**config.mk**
```make
export PLATFORM = sky130hd
export DESIGN_NAME = sfe_front_end
export DESIGN_NICKNAME = d
export VERILOG_FILES = /design/src/common/sfe_pkg.sv /design/src/rtl/sfe_front_end.sv
export VERILOG_INCLUDE_DIRS = /design/src /design/src/common
export SDC_FILE = /design/constraint.sdc
export NUM_CORES = 1
export LEC_CHECK = 0
export BUFFER_PORTS_ARGS = -buffer_cell sky130_fd_sc_hd__clkbuf_2
export CAP_MARGIN = 20
export CORE_UTILIZATION = 60
export CTS_CLUSTER_DIAMETER = 30
export DETAILED_ROUTE_END_ITERATION = 6
export GPL_TIMING_DRIVEN = 0
export PLACE_DENSITY_LB_ADDON = 0.05
export SYNTH_ARGS = -nofsm -noshare
export SYNTH_HDL_FRONTEND = slang
export SYNTH_SLANG_ARGS = --single-unit
```
**constraint.sdc**
```tcl
create_clock -name ref_clk -period 7.5 [get_ports ref_clk]
set_clock_uncertainty 0.05 [all_clocks]
set_input_delay 0.375 -clock ref_clk [delete_from_list [all_inputs] [get_ports ref_clk]]
set_output_delay 0.375 -clock ref_clk [all_outputs]
set_load 0.005 [all_outputs]
```
**src/common/sfe_map.svh**
```systemverilog
// Constants for the serial flash front end: geometry and page limits.
// Assumes inclusion by the package and the top module of this block.
`ifndef SFE_MAP_SVH
`define SFE_MAP_SVH
`define SFE_PAGE_BYTES 256
`define SFE_PAGES_PER_SECTOR 1024
`define SFE_SECTORS 64
`define SFE_ADDR_BITS 24
`define SFE_PAGE_BITS 8
`define SFE_SECTOR_LSB 18
`define SFE_CMD_BULK_ERASE 8'hC7
`define SFE_CMD_SECTOR_ERASE 8'hD8
`define SFE_CMD_PAGE_PROGRAM 8'h02
`define SFE_CMD_READ 8'h03
`endif

```
**src/common/sfe_pkg.sv**
```systemverilog
// Types shared by the serial flash front end.
// Assumes the constants header sits beside it on the include path.
`include "sfe_map.svh"
package sfe_pkg;
   typedef enum logic [3:0] {
      SFE_IDLE = 4'b0001,
      SFE_CMD = 4'b0010,
      SFE_ADDR = 4'b0100,
      SFE_DATA = 4'b1000
   } sfe_state_type;

   // Request handed to the array side.
   typedef struct packed {
      logic [7:0] opcode;
      logic [23:0] addr;
      logic fast;
   } sfe_req_type;
endpackage

```
**src/rtl/sfe_front_end.sv**
```systemverilog
// Serial flash front end: pin sampling, framing, shifting and pause logic.
// Assumes ref_clk is much faster than the serial clock and the array is outside.
`timescale 1ns/1ns
`default_nettype none
`include "sfe_map.svh"
// How it works
// RQ1: Serial output changes only after a sampled falling serial clock edge.
// RQ2: Input bits are captured on sampled rising serial clock edges.
// RQ3: Instruction, address and program data all enter on the serial input.
// RQ4: Chip select high deselects and floats the serial output.
// RQ5: Standby is reported only when deselected and no internal cycle runs.
// RQ6: Chip select low selects the device and makes it active.
// RQ7: Serial activity is ignored until the first chip select falling edge.
// RQ8: Pause freezes the transfer state without deselecting.
// RQ9: During a pause output floats and input and clock are ignored.
// RQ10: Master starts a pause only while selected.
// RQ11: Logic level protect pin freezes block protect bits.
// RQ12: High program voltage flag selects accelerated program and erase.
// RQ13: Master keeps high voltage stable until the internal cycle ends.
// RQ14: Both idle-low and idle-high clock modes are accepted.
// RQ15: Idle clock level is the only difference between the modes.
// RQ16: Master keeps the serial clock below the maximum rate.
// RQ17: Page program takes 1 to 256 data bytes.
// RQ18: Addresses split into sector, page and byte fields.
// RQ19: Bulk erase and sector erase are both decoded.
// RQ20: Master drives protect and pause inputs to defined levels.
// RQ21: All bytes shift most significant bit first.
module sfe_front_end
   import sfe_pkg::*;
(
   input wire logic ref_clk,
   input wire logic rst,
   input wire logic serClk,
   input wire logic serIn,
   input wire logic chipSelN,
   input wire logic pauseN,
   input wire logic writeProtN,
   input wire logic highProgramVoltage,
   input wire logic [2:0] blockProtectBits,
   input wire logic busyIn,
   input wire logic [7:0] rdByte,
   output logic serOut,
   output logic serOutEn,
   output logic standby,
   output logic fastMode,
   output logic [2:0] frozenBp,
   output logic reqValid,
   output sfe_req_type req,
   output logic wrValid,
   output logic [7:0] wrByte,
   output logic [8:0] wrCount,
   output logic eraseBulk,
   output logic eraseSector,
   output logic [5:0] eraseSectorNum
);
   // ------------------------------------------------------------
   // Pin synchronisers
   // ------------------------------------------------------------
   // Three stages; a change counts once stages two and three agree.
   logic [2:0] clkS_r, sdiS_r, csS_r, hldS_r, wpS_r, vppS_r;
   logic clkF_r, csF_r, hldF_r, wpF_r, vppF_r;
   always_ff @(posedge ref_clk or posedge rst) begin
      if (rst) begin
         clkS_r <= 3'h0; sdiS_r <= 3'h0; csS_r <= 3'h0; // A select held since power-up is no edge.
         hldS_r <= 3'h7; wpS_r <= 3'h7; vppS_r <= 3'h0;
      end else begin
         clkS_r <= {clkS_r[1:0], serClk};
         sdiS_r <= {sdiS_r[1:0], serIn};
         csS_r <= {csS_r[1:0], chipSelN};
         hldS_r <= {hldS_r[1:0], pauseN};
         wpS_r <= {wpS_r[1:0], writeProtN};
         vppS_r <= {vppS_r[1:0], highProgramVoltage};
      end
   end

   // Filtered levels: update only when stages two and three agree.
   function automatic logic filt(input logic [2:0] s, input logic old);
      filt = (s[1] == s[2]) ? s[2] : old;
   endfunction
   always_ff @(posedge ref_clk or posedge rst) begin
      if (rst) begin
         clkF_r <= 1'b0; csF_r <= 1'b0; hldF_r <= 1'b1; // Only a real high-to-low select arms.
         wpF_r <= 1'b1; vppF_r <= 1'b0;
      end else begin
         clkF_r <= filt(clkS_r, clkF_r);
         csF_r <= filt(csS_r, csF_r);
         hldF_r <= filt(hldS_r, hldF_r);
         wpF_r <= filt(wpS_r, wpF_r);
         vppF_r <= filt(vppS_r, vppF_r);
      end
   end

   // ------------------------------------------------------------
   // Edge and pause decoding
   // ------------------------------------------------------------
   wire logic clkNow = filt(clkS_r, clkF_r);
   wire logic csNow = filt(csS_r, csF_r);
   wire logic rise = clkNow & ~clkF_r; // RQ2 RQ14
   wire logic fall = ~clkNow & clkF_r; // RQ1 RQ14
   wire logic csFall = ~csNow & csF_r;
   logic armed_r, paused_r;
   // Pause state changes only while the clock is low or on deselect, so a pause
   // entered mid-bit waits for the clock to go low first.
   wire logic paused_nxt = (csF_r | clkF_r) ? (paused_r & ~csF_r) : ~hldF_r; // RQ8 RQ10
   wire logic live = armed_r & ~csF_r & ~paused_r; // RQ6 RQ7 RQ9

   // ------------------------------------------------------------
   // Framing state machine
   // ------------------------------------------------------------
   sfe_state_type st_r;
   logic [2:0] bitCnt_r;
   logic [1:0] addrCnt_r;
   logic [7:0] shIn_r, shOut_r, op_r;
   logic [23:0] addr_r;
   wire logic [7:0] byteNow = {shIn_r[6:0], sdiS_r[2]}; // RQ21 RQ3
   wire logic byteDone = live & rise & (bitCnt_r == 3'h7);
   wire logic isProg = op_r == `SFE_CMD_PAGE_PROGRAM;
   wire logic isRead = op_r == `SFE_CMD_READ;
   wire logic needsAddr = (byteNow == `SFE_CMD_PAGE_PROGRAM) | (byteNow == `SFE_CMD_READ)
      | (byteNow == `SFE_CMD_SECTOR_ERASE);

   always_ff @(posedge ref_clk or posedge rst) begin
      if (rst) begin
         armed_r <= 1'b0; paused_r <= 1'b0; st_r <= SFE_IDLE;
         bitCnt_r <= 3'h0; addrCnt_r <= 2'h0; shIn_r <= 8'h00;
         op_r <= 8'h00; addr_r <= 24'h000000; shOut_r <= 8'h00;
         serOut <= 1'b0; serOutEn <= 1'b0; reqValid <= 1'b0;
         req <= '0; wrValid <= 1'b0; wrByte <= 8'h00; wrCount <= 9'h000;
         eraseBulk <= 1'b0; eraseSector <= 1'b0; eraseSectorNum <= 6'h00;
         standby <= 1'b1; fastMode <= 1'b0; frozenBp <= 3'h0;
      end else begin
         reqValid <= 1'b0; wrValid <= 1'b0; eraseBulk <= 1'b0; eraseSector <= 1'b0;
         if (csFall) armed_r <= 1'b1; // RQ7
         paused_r <= paused_nxt;
         standby <= csF_r & ~busyIn; // RQ5 RQ6
         fastMode <= vppF_r; // RQ12
         if (~wpF_r & ~vppF_r) begin
            frozenBp <= frozenBp; // RQ11
         end else begin
            frozenBp <= blockProtectBits;
         end
         serOutEn <= live & (st_r == SFE_DATA) & isRead; // RQ4 RQ9
         if (csF_r) begin
            st_r <= SFE_CMD; bitCnt_r <= 3'h0; wrCount <= 9'h000;
         end else if (live & rise) begin
            shIn_r <= byteNow;
            bitCnt_r <= bitCnt_r + 3'h1;
         end
         if (live & fall & (st_r == SFE_DATA) & isRead) begin
            serOut <= shOut_r[7]; // RQ1 RQ21
            shOut_r <= {shOut_r[6:0], 1'b0};
         end
         if (byteDone) begin
            unique case (st_r)
               SFE_IDLE, SFE_CMD: begin
                  op_r <= byteNow;
                  addrCnt_r <= 2'h0;
                  if (needsAddr) begin
                     st_r <= SFE_ADDR;
                  end else begin
                     st_r <= SFE_IDLE;
                     eraseBulk <= byteNow == `SFE_CMD_BULK_ERASE; // RQ19
                  end
               end
               SFE_ADDR: begin
                  addr_r <= {addr_r[15:0], byteNow};
                  addrCnt_r <= addrCnt_r + 2'h1;
                  if (addrCnt_r == 2'h2) begin
                     st_r <= (op_r == `SFE_CMD_SECTOR_ERASE) ? SFE_IDLE : SFE_DATA;
                     eraseSector <= op_r == `SFE_CMD_SECTOR_ERASE; // RQ19
                     eraseSectorNum <= addr_r[`SFE_SECTOR_LSB-3:`SFE_SECTOR_LSB-8]; // RQ18
                     reqValid <= 1'b1;
                     req <= '{opcode: op_r, addr: {addr_r[15:0], byteNow}, fast: vppF_r};
                     shOut_r <= rdByte;
                  end
               end
               SFE_DATA: begin
                  if (isProg & (wrCount != 9'(`SFE_PAGE_BYTES))) begin
                     wrValid <= 1'b1; // RQ17 RQ3
                     wrByte <= byteNow;
                     wrCount <= wrCount + 9'h001;
                  end
                  if (isRead) shOut_r <= rdByte;
               end
               default: st_r <= SFE_IDLE;
            endcase
         end
      end
   end

   // ------------------------------------------------------------
   // Checks
   // ------------------------------------------------------------
   property p_out_float;
      @(posedge ref_clk) disable iff (rst) (csF_r | paused_r) |=> !serOutEn;
   endproperty
   a_out_float: assert property (p_out_float) else $error("Output driven while deselected or paused."); // RQ4
   property p_out_edge;
      @(posedge ref_clk) disable iff (rst) $changed(serOut) |-> $past(fall);
   endproperty
   a_out_edge: assert property (p_out_edge) else $error("Output changed without falling clock."); // RQ1
   property p_arm;
      @(posedge ref_clk) disable iff (rst) !armed_r |=> !reqValid && !wrValid;
   endproperty
   a_arm: assert property (p_arm) else $error("Activity before first select edge."); // RQ7
   property p_standby;
      @(posedge ref_clk) disable iff (rst) (!csF_r || busyIn) |=> !standby;
   endproperty
   a_standby: assert property (p_standby) else $error("Standby while busy or selected."); // RQ5
   property p_pause_hold;
      @(posedge ref_clk) disable iff (rst) (paused_r && !csF_r) |=> $stable(bitCnt_r);
   endproperty
   a_pause_hold: assert property (p_pause_hold) else $error("Bit count moved during pause."); // RQ9
   property p_count;
      @(posedge ref_clk) disable iff (rst) wrCount <= 9'(`SFE_PAGE_BYTES);
   endproperty
   a_count: assert property (p_count) else $error("Page byte count over limit."); // RQ17
   property p_fast;
      @(posedge ref_clk) disable iff (rst) vppF_r |=> fastMode;
   endproperty
   a_fast: assert property (p_fast) else $error("Fast mode not entered."); // RQ12
   property p_capture;
      @(posedge ref_clk) disable iff (rst) (live && rise && !csNow) |=> shIn_r[0] == $past(sdiS_r[2]);
   endproperty
   a_capture: assert property (p_capture) else $error("Input bit not captured on rise."); // RQ2
endmodule
`default_nettype wire

```
## After elaboration in Yosys (flattened, before gate mapping)

Cells that the tools add are included.

- Equality and inequality tests: 19
- Reductions and logical operators: 9
- $add $sub $neg: 3
- Bitwise logic cells: 28
- Muxes and demuxes: 33

Operators by type and width:

| operator | count |
|---|---|
| two-way mux 9 bit | 4 |
| == test 8 x 2 -> 1 bit (second input constant) | 4 |
| two-way mux 8 bit | 4 |
| == test 8 bit (second input constant) | 3 |
| AND 1 bit | 16 |
| two-way mux 4 bit | 4 |
| case mux 8 bit (2 select lines) | 1 |
| two-way mux 1 bit | 15 |
| case mux 4 bit (3 select lines) | 1 |
| adder 9 x 1 -> 9 bit (second input constant) | 1 |
| two-way mux 3 bit | 3 |
| != test 9 bit (second input constant) | 1 |
| NOT 1 bit | 9 |
| AND reduction 2 bit | 4 |
| AND reduction 3 bit | 2 |
| == test 1 bit | 5 |
| == test 4 x 1 -> 1 bit (second input constant) | 1 |
| == test 4 x 2 -> 1 bit (second input constant) | 1 |
| == test 4 x 3 -> 1 bit (second input constant) | 1 |
| == test 4 bit (second input constant) | 1 |
| case mux 2 bit (2 select lines) | 1 |
| nonzero test 2 bit | 2 |
| adder 3 x 1 -> 3 bit (second input constant) | 1 |
| == test 3 bit (second input constant) | 1 |
| other kinds (4) | 6 |

- Output and inout port bits: 67
- Word-level logic and storage cells: 127
- Register bits: 140
- Input port bits: 20

## Logic depth before layout (Yosys ltp)

- Depth in word-level cells: 11
- Mapped depth: 9
- Mapped depth without buffers: 7

## Worst setup path after synthesis

OpenSTA, ideal clock, no wires.

- Kind: register to register
- From: register st_r[2]
- To: register shOut_r[5]
- Required time: 7.322 ns
- Path slack: 5.233 ns
- Buffers on the path: 0
- Cell stages (with the launch flop): 6
- Clock period less this slack: 2.267 ns
- Setup time: 0.128 ns
- Data arrival time: 2.089 ns
- Path through: dfrtp_1 > nor4b_4 > nand2_2 > nor4_4 > mux2_1 > mux2_1

- Cells in the longest elaborated chain, start to end: 7
- Elaborated cells on any way between the ends: 9
- Classes of those cells: eq/ne: 2; mux: 5; bitwise: 2

RTL lines:

| what | line | text |
|---|---|---|
| start: declaration | sfe_front_end.sv:110 | `sfe_state_type st_r;` |
| start signal: assignment | sfe_front_end.sv:169 | `` st_r <= (op_r == `SFE_CMD_SECTOR_ERASE) ? SFE_IDLE : SFE_DATA; `` |
| == test 4 bit | sfe_front_end.sv:149, sfe_front_end.sv:154 |  |
| AND 1 bit (2 in series) | sfe_front_end.sv:149 | `if (live & fall & (st_r == SFE_DATA) & isRead) begin` |
| two-way mux 8 bit | sfe_front_end.sv:149 |  |
| two-way mux 8 bit (on tied branches) | sfe_front_end.sv:183, sfe_front_end.sv:168 |  |
| case mux 8 bit (2 select lines) | sfe_front_end.sv:154 | `unique case (st_r)` |
| two-way mux 8 bit (*) | sfe_front_end.sv:153 | `if (byteDone) begin` |
| end signal: assignment | sfe_front_end.sv:151 | `shOut_r <= {shOut_r[6:0], 1'b0};` |
| end signal: assignment | sfe_front_end.sv:174 | `shOut_r <= rdByte;` |
| end signal: assignment | sfe_front_end.sv:183 | `if (isRead) shOut_r <= rdByte;` |
| end: declaration | sfe_front_end.sv:113 | `logic [7:0] shIn_r, shOut_r, op_r;` |

Every way passes the cells marked *; elsewhere a longest branch is shown, timed or not.
A chain may end at the register's enable or synchronous reset.

## Final worst setup path

- From: register st_r[2]
- To: register shOut_r[7]

Same word-level chain as after synthesis.

==> metrics.csv <==
metric,value,unit
finalCriticalPeriod,2570,ps
hp-start,rdByte[7],
design_area,6580,um2
clockBufferDepth,2,
cp.required,7850,ps
r2r-start,st_r[2],
post_cts_buffers,0,
startpoint_type,register,
r2r-end,shOut_r[7],
drt_iter0_drc,278,
cts_tree,built,
crit_path_start,st_r[2],
worst_pin_slew,688,ps
p_sw_share,24.2,%
cts_made_buffers,17,
rows,34,
die-area,9320,um2
die_x,96.6,um
synthesis.area,5370,um2
clk_pin_slew,60,ps
vias_per_cell,5.40,
avgSynthCellArea,11.5,um2
power_density,240,nW/um2
finalWorstSetupSlack,4930,ps
arrival,2920,ps
dr.pass1.iters,4,
clock_sinks,134,
p_switching,0.381,mW
cts_max_level,4,
fin_setup_tns,0,ps
slowest_delay,610,ps
die_h,96.6,um
drtAntennaViolNets,0,
yosys_register_bits,134,
pre_cts_ws,4880,ps
hold_viol,0,
seqPwrFrac,49.5,%
hold_buffers,8,
async_reset_ff_share,100,%
min_period_over_period,34.3,%
clk_latency,520,ps
rrSetupSlack,4930,ps
placed_area,5960,um2
wl_per_cell,15.4,um
worstSetupPathType,reg -> reg,
critPathMaxFanout,9,
yosysWarnings,0,
ys.flop_type,dfrtp_1,
yosysSeqAreaShare,62.7,%
synth.distinct_cells,48,
drive_gt1_share,31.3,%
globalplace.congestion,0.759,
io_buffers,86,
finalSetupViolCount,0,
path_depth,5,
synth_edf_count,0,
grt_usage,25.2,%
initial_core_util,61.8,%
vias,3788,
outcome,"complete, no violations",
grt_max_degree,81,
holdPathStages,2,
hp-class,in -> reg,
internal_power,1.20,mW
critPathBufInv,0,
synth_nets,492,
vdd_drop_max,0.192,mV
grt_pass1_wl,17300,um
fillers,602,
postCtsResizedCells,0,
nets,606,
area_growth_syn_to_layout,22.6,%
max_freq,389,MHz
grt_setup_unrepaired,false,
core-area,8680,um2
end_kind,register,
cp_top_family,simple AND/OR/NAND/NOR gates,
p_clk_share,46.1,%
ioPinCount,87,
maxSlewViolCount,0,
drc,0,
dp_hpwl,7080,um
synth_top_area_share,57.8,%
num_antenna_cells,0,
grt_pass1_vias,3655,
synthTopCellsByArea,"dfrtp_1 58%, nand2_1 10%, mux2_2 7.6%",
holdPathEnd,shOut_r[7],
synth.largest_area_cell,dfrtp_1,
cts_root_buf,clkbuf_8,
total_leakage_power,3.43,nW
slew_headroom,53.8,%
worstPathCellList,nor4b_4 -> nand2_2 -> nor4_4 -> mux2_1 -> mux2_1,
antenna_found_initial,0,
critPathMostFrequentCell,mux2_1,
p_comb_share,4.4,%
cap_violations,0,
grt_overflow,0,
reg2reg_depth,5,
wirelength,10800,um
crit_path_top_delay_cell,nor4_4,
syn_inst,467,
## through the flow
step                      util, %  total power [mW]  instances  hold WS, ps
after CTS                    75.8              1.59        702         22.3
after global routing         75.8              1.64        702         26.0
after global placement       68.3             0.852        661          281
final                        75.8              1.58        702         40.8
after floorplan                 -             0.824        467          281
after detailed placement     68.7             0.860        662          286
## how the worst max path moves through the flow
stage | to | slack (ps)
floorplan | addrCnt_r[0] | 3510
global placement | req[10] | 2210
detailed placement | shOut_r[7] | 4880
CTS | shOut_r[7] | 4870
global route | shOut_r[7] | 4730
finish | shOut_r[7] | 4930
## power by group through the flow
stage	Sequential [mW]	Clock (mW)	Combinational, mW
detailed placement	0.794	0	0.0660
global placement	0.792	0	0.0600
finish	0.782	0.727	0.0688
floorplan	0.779	0	0.0447
CTS	0.782	0.742	0.0698
global route	0.786	0.775	0.0776
## layer usage
metal / vias to the layer above / global-route usage, % / wire length (um)
li1: 1795 / - / -
met1: 1887 / 33.7 / 4870
met2: 95 / 40.0 / 5340
met3: 11 / 6.89 / 482
met4: 0 / 8.46 / 101
met5: - / 0 / 0
## worst register-to-register path, cell delays in order (launching register included)
cell,delay (ps)
dfrtp_1,460
nor4b_4,530
nand2_2,140
nor4_4,610
mux2_1,380
mux2_1,290
## state kept, by name, summed over array words and instances, names as in the netlist, 4 cells and up
signal   flops
st_r         4
shIn_r       7
req         33
op_r         8
wrByte       8
wrCount      9
addr_r      16
shOut_r      8
## area by class of cell
type,count,area (um2),area share (%)
well taps,108,135,2.05
plain buffers,22,114,1.73
clock buffers,19,432,6.56
inverters,9,38.8,0.590
flip-flops and latches,134,3370,51.2
multi-input cells,302,1850,28.2
repair buffers,95,538,8.18
clock inverters,13,103,1.56
## placed cells by master (no fill, tap or decap), drive strengths merged, types with 2 or more instances in the layout
cell type	count
a21o	3
a21oi	5
and2	3
and3	3
and4	2
buf	14
clkbuf	114
clkinv	9
clkinvlp	3
dfrtp	124
dfstp	10
dlygate4sd3	8
ha	5
inv	10
maj3	4
mux2	40
mux2i	10
nand2	148
nand2b	2
nand3	9
nand4	7
nor2	15
nor3	3
nor4	2
nor4b	6
o21ai	13
or2	2
or3	2
or4b	2
xor2	2
## synth_stat cells (3+ instances only)
master / count
and2_1: 3
and3_1: 3
nor3_1: 3
clkbuf_1: 9
dfstp_2: 10
o21ai_0: 13
nand4_1: 7
inv_1: 8
mux2i_1: 10
maj3_1: 4
nand2_1: 147
a21o_1: 3
dfrtp_1: 124
nand3_1: 8
mux2_1: 4
nor2_1: 15
a21oi_1: 5
nor4b_1: 4
buf_4: 6
ha_1: 5
buf_2: 7
mux2_2: 36
## cell families after synthesis
logic type | count (synthesis) | synth area share (%)
XOR/XNOR | 2 | 0.327
buffers and inverters | 31 | 2.75
AND/OR/NAND/NOR | 209 | 18.2
AO/OA/AOI/OAI | 32 | 3.80
adder cells (fa/ha/maj) | 9 | 1.91
flip-flops | 134 | 62.7
multiplexers | 50 | 10.3
No activity file was read; power rests on OpenSTA's default activity.
